==> src/opdec_cfg.svh <==
`ifndef OPDEC_CFG_SVH
`define OPDEC_CFG_SVH
// Opcodes handled by this decoder.
`define OP_BIT0_JMP_HI 8'h00
`define OP_BIT0_JMP_LO 8'h01
`define OP_BIT0_SET 8'h10
`define OP_BIT0_CLR 8'h11
`define OP_JMP_ALWAYS 8'h20
`define OP_JMP_NEVER 8'h21
`define OP_NEG_DIR 8'h30
`define OP_CJE_DIR 8'h31
`define OP_NEG_ACC 8'h40
`define OP_CJE_ACC 8'h41
`define OP_NEG_XL 8'h50
`define OP_CJE_X 8'h51
`define OP_NEG_IX1 8'h60
`define OP_CJE_IX1P 8'h61
`define OP_CJE_IXP 8'h71
`define OP_HALT_WAIT 8'h8F
`define OP_X_TO_SP 8'h94
`define OP_CMP_DIR 8'hB1
`define OP_SUB_EXT 8'hC0
`define OP_CMP_EXT 8'hC1
`define OP_SUB_IX2 8'hD0
`define OP_CMP_IX2 8'hD1
`define OP_SUB_IX1 8'hE0
`define OP_CMP_IX1 8'hE1
`define OP_SUB_IX 8'hF0
`define OP_CMP_IX 8'hF1
// Fixed address pieces and bit positions.
`define VEC_PAGE 8'hFF
`define ZERO_PAGE 8'h00
`define ONE_16 16'h0001
`define IRQ_MASK_BIT 3
`define BITNUM_LSB 1
`endif

==> src/opdec_pkg.sv <==
package opdec_pkg;
   typedef enum logic [3:0] {
      mode_none, mode_literal, mode_page_zero, mode_full_address,
      mode_indexed_none, mode_indexed_byte, mode_indexed_word,
      mode_post_inc, mode_byte_post_inc, mode_relative
   } mode_type;
   typedef enum logic [2:0] {
      cyc_free, cyc_fetch, cyc_read, cyc_write, cyc_push, cyc_pop,
      cyc_vector
   } bus_cycle_type;
   typedef struct packed {
      logic valid;
      logic [1:0] length;
      logic [3:0] cycles;
      mode_type mode;
      logic [2:0] bit_num;
   } decode_type;
   typedef struct packed {
      logic [15:0] addr;
      logic write;
      bus_cycle_type kind;
   } bus_req_type;
endpackage

==> src/opdec.sv <==
`timescale 1ns/1ps
`include "opdec_cfg.svh"
module opdec (
   input wire logic ref_clk,
   input wire logic rst_b,
   input wire logic [7:0] opcode,
   input wire logic [7:0] opnd_hi,
   input wire logic [7:0] opnd_lo,
   input wire logic [15:0] pc_next,
   input wire logic [15:0] index_pair,
   input wire logic [15:0] sp_in,
   input wire logic [7:0] flags_in,
   input wire logic [7:0] vec_low,
   input wire logic vec_lo_phase,
   input wire logic push_req,
   input wire logic pop_req,
   input wire logic irq_pending,
   output logic [13:0] dec_out,
   output logic [15:0] sp_out,
   output logic sp_load,
   output logic [7:0] flags_out,
   output logic halted,
   output logic [15:0] ea_out,
   output logic [15:0] branch_target,
   output logic [15:0] literal_word,
   output logic [15:0] vec_addr,
   output logic [19:0] bus_req
);
   // Decode, address and control state registers.
   opdec_pkg::decode_type dec_q, dec_d;
   opdec_pkg::bus_req_type req_q, req_d;
   logic [15:0] sp_q, sp_d, ea_q, ea_d, br_q, br_d, lit_q, lit_d;
   logic [15:0] vec_q, vec_d;
   logic [7:0] flags_q, flags_d;
   logic sp_load_q, sp_load_d, halt_q, halt_d;
   logic [15:0] off_ext;

   // Table lookup; unknown opcodes report valid low so the sequencer can trap.
   always_comb begin
      dec_d = '0;
      dec_d.valid = 1'b1;
      dec_d.bit_num = opcode[3:`BITNUM_LSB];
      case (opcode)
         `OP_BIT0_JMP_HI, `OP_BIT0_JMP_LO: begin
            dec_d.length = 2'd3;
            dec_d.cycles = 4'd5;
            dec_d.mode = opdec_pkg::mode_page_zero;
         end
         `OP_BIT0_SET, `OP_BIT0_CLR: begin
            dec_d.length = 2'd2;
            dec_d.cycles = 4'd5;
            dec_d.mode = opdec_pkg::mode_page_zero;
         end
         `OP_JMP_ALWAYS, `OP_JMP_NEVER: begin
            dec_d.length = 2'd2;
            dec_d.cycles = 4'd3;
            dec_d.mode = opdec_pkg::mode_relative;
         end
         `OP_CJE_DIR: begin
            dec_d.length = 2'd3;
            dec_d.cycles = 4'd5;
            dec_d.mode = opdec_pkg::mode_page_zero;
         end
         `OP_CJE_ACC, `OP_CJE_X: begin
            dec_d.length = 2'd3;
            dec_d.cycles = 4'd4;
            dec_d.mode = opdec_pkg::mode_literal;
         end
         `OP_CJE_IX1P: begin
            dec_d.length = 2'd3;
            dec_d.cycles = 4'd5;
            dec_d.mode = opdec_pkg::mode_byte_post_inc;
         end
         `OP_CJE_IXP: begin
            dec_d.length = 2'd2;
            dec_d.cycles = 4'd5;
            dec_d.mode = opdec_pkg::mode_post_inc;
         end
         `OP_NEG_DIR: begin
            dec_d.length = 2'd2;
            dec_d.cycles = 4'd5;
            dec_d.mode = opdec_pkg::mode_page_zero;
         end
         `OP_NEG_ACC, `OP_NEG_XL: begin
            dec_d.length = 2'd1;
            dec_d.cycles = 4'd1;
            dec_d.mode = opdec_pkg::mode_none;
         end
         `OP_NEG_IX1: begin
            dec_d.length = 2'd2;
            dec_d.cycles = 4'd5;
            dec_d.mode = opdec_pkg::mode_indexed_byte;
         end
         `OP_HALT_WAIT, `OP_X_TO_SP: begin
            dec_d.length = 2'd1;
            dec_d.cycles = 4'd2;
            dec_d.mode = opdec_pkg::mode_none;
         end
         `OP_CMP_DIR: begin
            dec_d.length = 2'd2;
            dec_d.cycles = 4'd3;
            dec_d.mode = opdec_pkg::mode_page_zero;
         end
         `OP_SUB_EXT, `OP_CMP_EXT: begin
            dec_d.length = 2'd3;
            dec_d.cycles = 4'd4;
            dec_d.mode = opdec_pkg::mode_full_address;
         end
         `OP_SUB_IX2, `OP_CMP_IX2: begin
            dec_d.length = 2'd3;
            dec_d.cycles = 4'd4;
            dec_d.mode = opdec_pkg::mode_indexed_word;
         end
         `OP_SUB_IX1, `OP_CMP_IX1: begin
            dec_d.length = 2'd2;
            dec_d.cycles = 4'd3;
            dec_d.mode = opdec_pkg::mode_indexed_byte;
         end
         `OP_SUB_IX, `OP_CMP_IX: begin
            dec_d.length = 2'd1;
            dec_d.cycles = 4'd3;
            dec_d.mode = opdec_pkg::mode_indexed_none;
         end
         default: begin
            dec_d.valid = 1'b0;
         end
      endcase
   end

   // Effective address, branch target, literal and vector address.
   always_comb begin
      off_ext = {8'h00, opnd_lo};
      lit_d = {opnd_hi, opnd_lo};
      br_d = pc_next + {{8{opnd_lo[7]}}, opnd_lo};
      vec_d = {`VEC_PAGE, vec_low};
      case (dec_d.mode)
         opdec_pkg::mode_page_zero: ea_d = {`ZERO_PAGE, opnd_lo};
         opdec_pkg::mode_full_address: ea_d = {opnd_hi, opnd_lo};
         opdec_pkg::mode_indexed_byte,
         opdec_pkg::mode_byte_post_inc: ea_d = index_pair + off_ext;
         opdec_pkg::mode_indexed_word: ea_d = index_pair + {opnd_hi, opnd_lo};
         opdec_pkg::mode_indexed_none,
         opdec_pkg::mode_post_inc: ea_d = index_pair;
         default: ea_d = pc_next;
      endcase
   end

   // Bus cycle kind; a pushed byte writes, and every other cycle reads.
   always_comb begin
      req_d.write = 1'b0;
      req_d.addr = pc_next;
      req_d.kind = opdec_pkg::cyc_fetch;
      if (push_req) begin
         req_d.write = 1'b1;
         req_d.addr = sp_in;
         req_d.kind = opdec_pkg::cyc_push;
      end else if (pop_req) begin
         req_d.addr = sp_in;
         req_d.kind = opdec_pkg::cyc_pop;
      end else if (vec_lo_phase) begin
         req_d.addr = vec_d;
         req_d.kind = opdec_pkg::cyc_vector;
      end else if (opcode == `OP_X_TO_SP || opcode == `OP_HALT_WAIT) begin
         // The first cycle of these is idle, yet still looks like a read.
         req_d.kind = opdec_pkg::cyc_free;
      end
   end

   // Stack pointer load, mask clear and halt tracking.
   always_comb begin
      sp_d = sp_q;
      sp_load_d = 1'b0;
      flags_d = flags_in;
      halt_d = halt_q;
      if (opcode == `OP_X_TO_SP) begin
         sp_d = index_pair - `ONE_16;
         sp_load_d = 1'b1;
      end
      if (opcode == `OP_HALT_WAIT && !halt_q) begin
         flags_d[`IRQ_MASK_BIT] = 1'b0;
         halt_d = 1'b1;
      end else if (halt_q && irq_pending) begin
         halt_d = 1'b0;
      end
   end

   always_ff @(posedge ref_clk or negedge rst_b) begin
      if (!rst_b) begin
         dec_q <= '0;
         req_q <= '0;
         sp_q <= '0;
         ea_q <= '0;
         br_q <= '0;
         lit_q <= '0;
         vec_q <= '0;
         flags_q <= '0;
         sp_load_q <= 1'b0;
         halt_q <= 1'b0;
      end else begin
         dec_q <= dec_d;
         req_q <= req_d;
         sp_q <= sp_d;
         ea_q <= ea_d;
         br_q <= br_d;
         lit_q <= lit_d;
         vec_q <= vec_d;
         flags_q <= flags_d;
         sp_load_q <= sp_load_d;
         halt_q <= halt_d;
      end
   end

   assign dec_out = dec_q;
   assign bus_req = req_q;
   assign sp_out = sp_q;
   assign sp_load = sp_load_q;
   assign flags_out = flags_q;
   assign halted = halt_q;
   assign ea_out = ea_q;
   assign branch_target = br_q;
   assign literal_word = lit_q;
   assign vec_addr = vec_q;
endmodule

==> config.mk <==
export PLATFORM = sky130hd
export DESIGN_NAME = opdec
export DESIGN_NICKNAME = d
export VERILOG_FILES = /design/src/opdec_pkg.sv /design/src/opdec.sv
export VERILOG_INCLUDE_DIRS = /design/src
export SDC_FILE = /design/constraint.sdc
export NUM_CORES = 1
export LEC_CHECK = 0
export BUFFER_PORTS_ARGS = -buffer_cell sky130_fd_sc_hd__buf_2
export CORE_ASPECT_RATIO = 0.6
export CORE_MARGIN = 8
export CORE_UTILIZATION = 32
export CTS_CLUSTER_DIAMETER = 30
export DETAILED_ROUTE_END_ITERATION = 8
export HOLD_SLACK_MARGIN = 0.15
export RECOVER_POWER = 100
export SYNTH_ARGS = -nofsm -noshare
export SYNTH_HDL_FRONTEND = slang
export SYNTH_SLANG_ARGS = --single-unit
export TNS_END_PERCENT = 100
==> constraint.sdc <==
create_clock -name ref_clk -period 1.06 [get_ports ref_clk]
set_input_delay 0.212 -clock ref_clk [delete_from_list [all_inputs] [get_ports ref_clk]]
set_output_delay 0.212 -clock ref_clk [all_outputs]
set_load 0.03 [all_outputs]
==> Word-level counts from Yosys, hierarchy flattened <==
Index checks and enable logic that the tools add are counted.
{ "totals": {"ff_bits": 117, "elab_cells": 86} }
{ "classes": {"n_addsub": 4, "mux": 15, "n_reduce_logical": 19, "n_eq_ne": 32} }
{ "op_table": {"columns": ["cell", "count"], "rows": [
  ["$pmux W10 S14", 1],
  ["$eq A8 B8 Y1 const B", 11],
  ["$pmux W16 S5", 1],
  ["$eq A8 B7 Y1 const B", 7],
  ["$mux W16", 3],
  ["$add A16 B16 Y16", 2],
  ["$eq A8 B6 Y1 const B", 4],
  ["$reduce_or A26 Y1", 1],
  ["$reduce_or A2 Y1", 10],
  ["$add A16 B8 Y16", 1],
  ["$eq A4 B3 Y1 const B", 4],
  ["$eq A8 B5 Y1 const B", 2],
  ["$sub A16 B1 Y16 const B", 1],
  ["$mux W3", 3],
  ["$eq A4 B2 Y1 const B", 2],
  ["$eq A8 B1 Y1 const B", 1],
  ["$logic_not A8 Y1", 1],
  ["$mux W1", 7],
  ["$reduce_or A3 Y1", 2],
  ["$eq A4 B4 Y1 const B", 1],
  ["$logic_and A1 B1 Y1", 2],
  ["$reduce_bool A2 Y1", 1],
  ["$logic_not A1 Y1", 1],
  ["$logic_or A1 B1 Y1", 1]
]} }

==> Depth between registers and ports, before layout <==
{ "depth": {"word_depth": 6, "depth_mapped": 12} }

==> Worst setup path before layout <==
No wires, ideal clock.
{ "synth_path": {"kind": "input -> register", "startpoint": "in opcode[3]", "endpoint": "reg ea_q[15] (netlist: ea_out[15])", "slack_ns": -1.468, "cell_stages": 11, "arrival_time_ns": 2.432, "n_path_buf": 1, "required_ns": 0.965, "path_cell_list": "or3_1 buf_6 nor4_4 and2_2 ha_1 a21o_1 a21oi_1 o21ai_0 a21oi_1 nor4_1 o31ai_1"} }
{ "synth_via": {"elab_chain_cells": 6, "word_cells_on_any_way": 47} }
{ "synth_rtl": {"columns": ["element", "line_no", "rtl"], "rows": [
  ["start: declaration", "opdec.sv:6", "input wire logic [7:0] opcode,"],
  ["$eq A8 B6 Y1 (tied with other cells)", "opdec.sv:43", "case (opcode)"],
  ["$reduce_or A3 Y1 (no source line) (tied with other cells)", null, null],
  ["$pmux W10 S14 *", "opdec.sv:43", null],
  ["$eq A4 B3 Y1 or $eq A4 B4 Y1 (tied branches)", "opdec.sv:136", "case (dec_d.mode)"],
  ["$reduce_or A2 Y1", "opdec.sv:136", null],
  ["$pmux W16 S5 *", "opdec.sv:136", null],
  ["named net ea_d[15]", "opdec.sv:32", "logic [15:0] sp_q, sp_d, ea_q, ea_d, br_q, br_d, lit_q, lit_d;"],
  ["end signal: assignment", "opdec.sv:192", "ea_q <= '0;"],
  ["end signal: assignment", "opdec.sv:203", "ea_q <= ea_d;"],
  ["end: declaration", "opdec.sv:32", null]
]} }
Mark *: on every way through the listed nets, which the timed path passes. The rest lies on a longest branch.
A chain may end at the register's enable or synchronous reset.

==> Worst setup path in the final report <==
{ "layout_path": {"startpoint": "in opcode[2]", "endpoint": "reg ea_q[14] (netlist: ea_out[14])"} }
Same word-level chain as after synthesis.

==> flow_summary_export.csv <==
group,metric,value,unit
cells_and_area,fin_cells,1309,
cells_and_area,diodes,0,
floorplan,dieArea,23400,um^2
run,maxCapViolations,0,
logic_synthesis,synth_mux_area_share,1.679,%
detailed_routing,first_pass_iters,7,
logic_synthesis,yosys.area_share.simple,15.59,%
logic_synthesis,synthAdderAreaFrac,7.177,%
sta,setup_ws,-0.9427,ns
cts,cts-root-buf,"clkbuf_16",
logic_synthesis,synthArstFlopShare,100.0,%
grt,gr-total-overflow,0,
cts,clock_path_buffers,2,
grt,grt_pass1_vias,6379,
logic_synthesis,ys_seq_area_share,48.69,%
pwr,leakagePower,5.511,nW
sta,fmax,499.3,MHz
sta,hold_viol,0,
placed_design,portBuffers,216,
floorplan,row_count,38,
logic_synthesis,netlist-cell-type-count,69,
logic_synthesis,synth-compound-area-share,17.27,%
placed_design,place.gp.congestion,0.9089,
cells_and_area,finalNetCount,1183,
sta,fin_crit,2.003,ns
logic_synthesis,synth_top_area_share,48.69,%
grt,grt_max_degree,57,
logic_synthesis,syn_nets,714,
logic_synthesis,synth_area,5962,um^2
floorplan,coreArea,18160,um^2
sta,fin_crit_sh,188.9,%
logic_synthesis,synth.area.top_cells,"dfrtp_1, ha_1, nand2_1",
logic_synthesis,synth_top_family_by_area,"compound AO/OA/AOI/OAI gates",
setup_path,path_max_fanout,6,
cts,cts-buffers-inserted,17,
detailed_routing,wl_per_cell,19.30,um
cts,cts_tree,"built",
placed_design,dpl_worst_slack,-1.607,ns
detailed_routing,drc,0,
sta,setup_viol,163,
cells_and_area,mostFrequentLayoutCell,"buf_6",
outcome,outcome,"complete, but fails checks",
setup_path,cp.arrival,2.30,ns
pwr,power.internal,0.01055,W
detailed_routing,viasPerCell,4.931,
cts,path_clk_slew,0.06,ns
sta,clock_skew,0.00003239,ns
detailed_routing,vias,6455,
setup_path,path_class,"in2reg",
setup_path,critPathCaptureType,"register",
cts,clkSinkCount,116,
cells_and_area,layout_common_cells,"buf_6, buf_4, dfrtp_1",
cells_and_area,nFillCells,1390,
pwr,switchingPower,0.004980,W
grt,grt_util_all_layers,20.78,%
logic_synthesis,ys_warn_count,0,
logic_synthesis,synthXorXnorAreaFrac,5.561,%
detailed_routing,wl,25260,um
pwr,powerDensity,1316,nW/um^2
logic_synthesis,synth_flop_cell,"dfrtp_1",
cells_and_area,area_growth,97.82,%
sta,finalMaxSlewViolations,0,
grt,grt_first_pass_wirelength,37120,um
placed_design,place.detailed.hpwl,17180,um
sta,slew_headroom,58.78,%
cts,htree_levels,4,
outcome,violations,"negative setup slack",
placed_design,placedCellCount,1174,
sta,rsz0062_at_grt,"true",
logic_synthesis,synthCells,587,
pwr,swShare,32.08,%
logic_synthesis,syn_avg_cell_area,10.16,um^2
logic_synthesis,synth_edf_count,0,
floorplan,die_h,121.7,um
setup_path,cp_data_required_time,1.36,ns
detailed_routing,first_iter_violations,419,
pwr,p_clk_share,38.2,%
cells_and_area,fin_util,64.94,%
sta,worst_pin_slew,0.6183,ns
pwr,combPwrFrac,29.6,%
grt,antenna_found_initial,2,
cells_and_area,drive_above_1_share,52.85,%
sta,tns,-31.98,ns
setup_path,start_kind,"input pin",
cts,clk_latency,0.42,ns
sta,whs,0.1310,ns
floorplan,io-pin-count,218,
pwr,seq_power_share,32.2,%
floorplan,initial_utilization,32.83,%
detailed_routing,final_antenna_net_count,0,
pwr,ir_drop,1.014,mV
logic_synthesis,netlist.top_cell.by_area,"dfrtp_1",
worst_hold_path,hold_class,"in2reg",
floorplan,die_w,192.2,um
logic_synthesis,synth_seq_cells,116,
cell families (layout without fill, tap and decap cells):
family,after synthesis,in the layout
AND/OR/NAND/NOR,194,194
AO/OA/AOI/OAI,152,153
flip-flops,116,116
buffers and inverters,43,524
XOR/XNOR,37,37
adder cells (fa/ha/maj),33,33
multiplexers,10,10
other,2,2
critical path, stage by stage:
cell	delay, ns
buf_6	0.09
or3_4	0.41
nor4_4	0.17
buf_6	0.17
buf_12	0.10
and2_4	0.13
ha_4	0.19
a21o_1	0.17
nand2_2	0.09
nand2b_1	0.08
o21ai_2	0.19
mux2i_1	0.22
o21ai_1	0.08
per-stage QoR:
step	area [um^2]	total power [W]
finish	11790	0.01552
global route	11790	0.01614
CTS	11350	0.01537
detailed placement	8901	0.008490
global placement	8901	0.008460
floorplan	6486	0.006918
cells in the mapped netlist, types with 4 or more instances:
library cell / instances
nor4_1: 4
nor2_1: 47
o21a_1: 10
nand2b_1: 10
inv_1: 13
nor3_1: 15
buf_6: 4
dfrtp_1: 116
a222oi_1: 14
ha_1: 31
or3_1: 7
buf_4: 8
nand2_1: 70
and2_2: 7
xor2_1: 12
o31ai_1: 4
o21ai_0: 48
nor2b_1: 10
nand3_1: 7
or2_2: 4
mux2i_1: 10
a21oi_1: 29
xnor2_1: 24
clkbuf_1: 15
a21o_1: 7
metal layers:
layer | vias up | part of all wire, % | global-route usage, %
met4 | 4 | 1.4 | 4.848
met5 | - | 0.087 | 0
li1 | 3045 | - | -
met1 | 3140 | 45 | 29.09
met2 | 235 | 45 | 31.62
met3 | 31 | 8.7 | 5.651
layout make-up:
type	count	area, um^2	area share [%]
Sequential cell	116	2904	24.62
Clock buffer	17	425.4	3.607
Clock inverter	15	172.7	1.464
Multi-Input combinational cell	429	3641	30.87
Inverter	13	66.31	0.5623
Tap cell	240	300.3	2.546
Timing Repair Buffer	479	4284	36.33
path summary, 6_finish.rpt:
| path | startpoint | end | slack, ns | cells past startpoint |
|---|---|---|---|---|
| hold reg to reg | sp_out[0] | sp_out[0] | 0.52 | 2 |
| max in group asynchronous | rst_b | vec_addr[8] | 0.13 | 3 |
| setup reg to reg | halted | flags_out[3] | 0.01 | 3 |
| min in group asynchronous | rst_b | literal_word[9] | 0.54 | 3 |
| hold / removal | index_pair[0] | ea_out[0] | 0.13 | 4 |
| setup / recovery | opcode[2] | ea_out[14] | -0.94 | 13 |
power groups by stage:
stage | clock [W] | combinational [W] | sequential [W]
6_report | 0.00594 | 0.00459 | 0.00500
2_1_floorplan | 0 | 0.00120 | 0.00572
3_5_place_dp | 0 | 0.00352 | 0.00497
4_1_cts | 0.00602 | 0.00436 | 0.00499
5_1_grt | 0.00622 | 0.00488 | 0.00503
3_3_place_gp | 0 | 0.00349 | 0.00497
registers in the layout (all words and copies together) (netlist names):
name and flops:
halted 1, branch_target 16, ea_out 16, flags_out 8, bus_req 20, dec_out 13
sp_out 16, literal_word 16, sp_load 1, vec_addr 9
timing repair:
action | CTS | global route
hold endpoints to repair | 178 | 4
cloned | 1 | 1
gates resized for setup | 331 | 71
pin swaps | 50 | 74
hold buffers | 56 | 1
setup endpoints to repair | 162 | 173
setup buffers | 16 | 34
No activity file was read; power rests on OpenSTA's default activity.
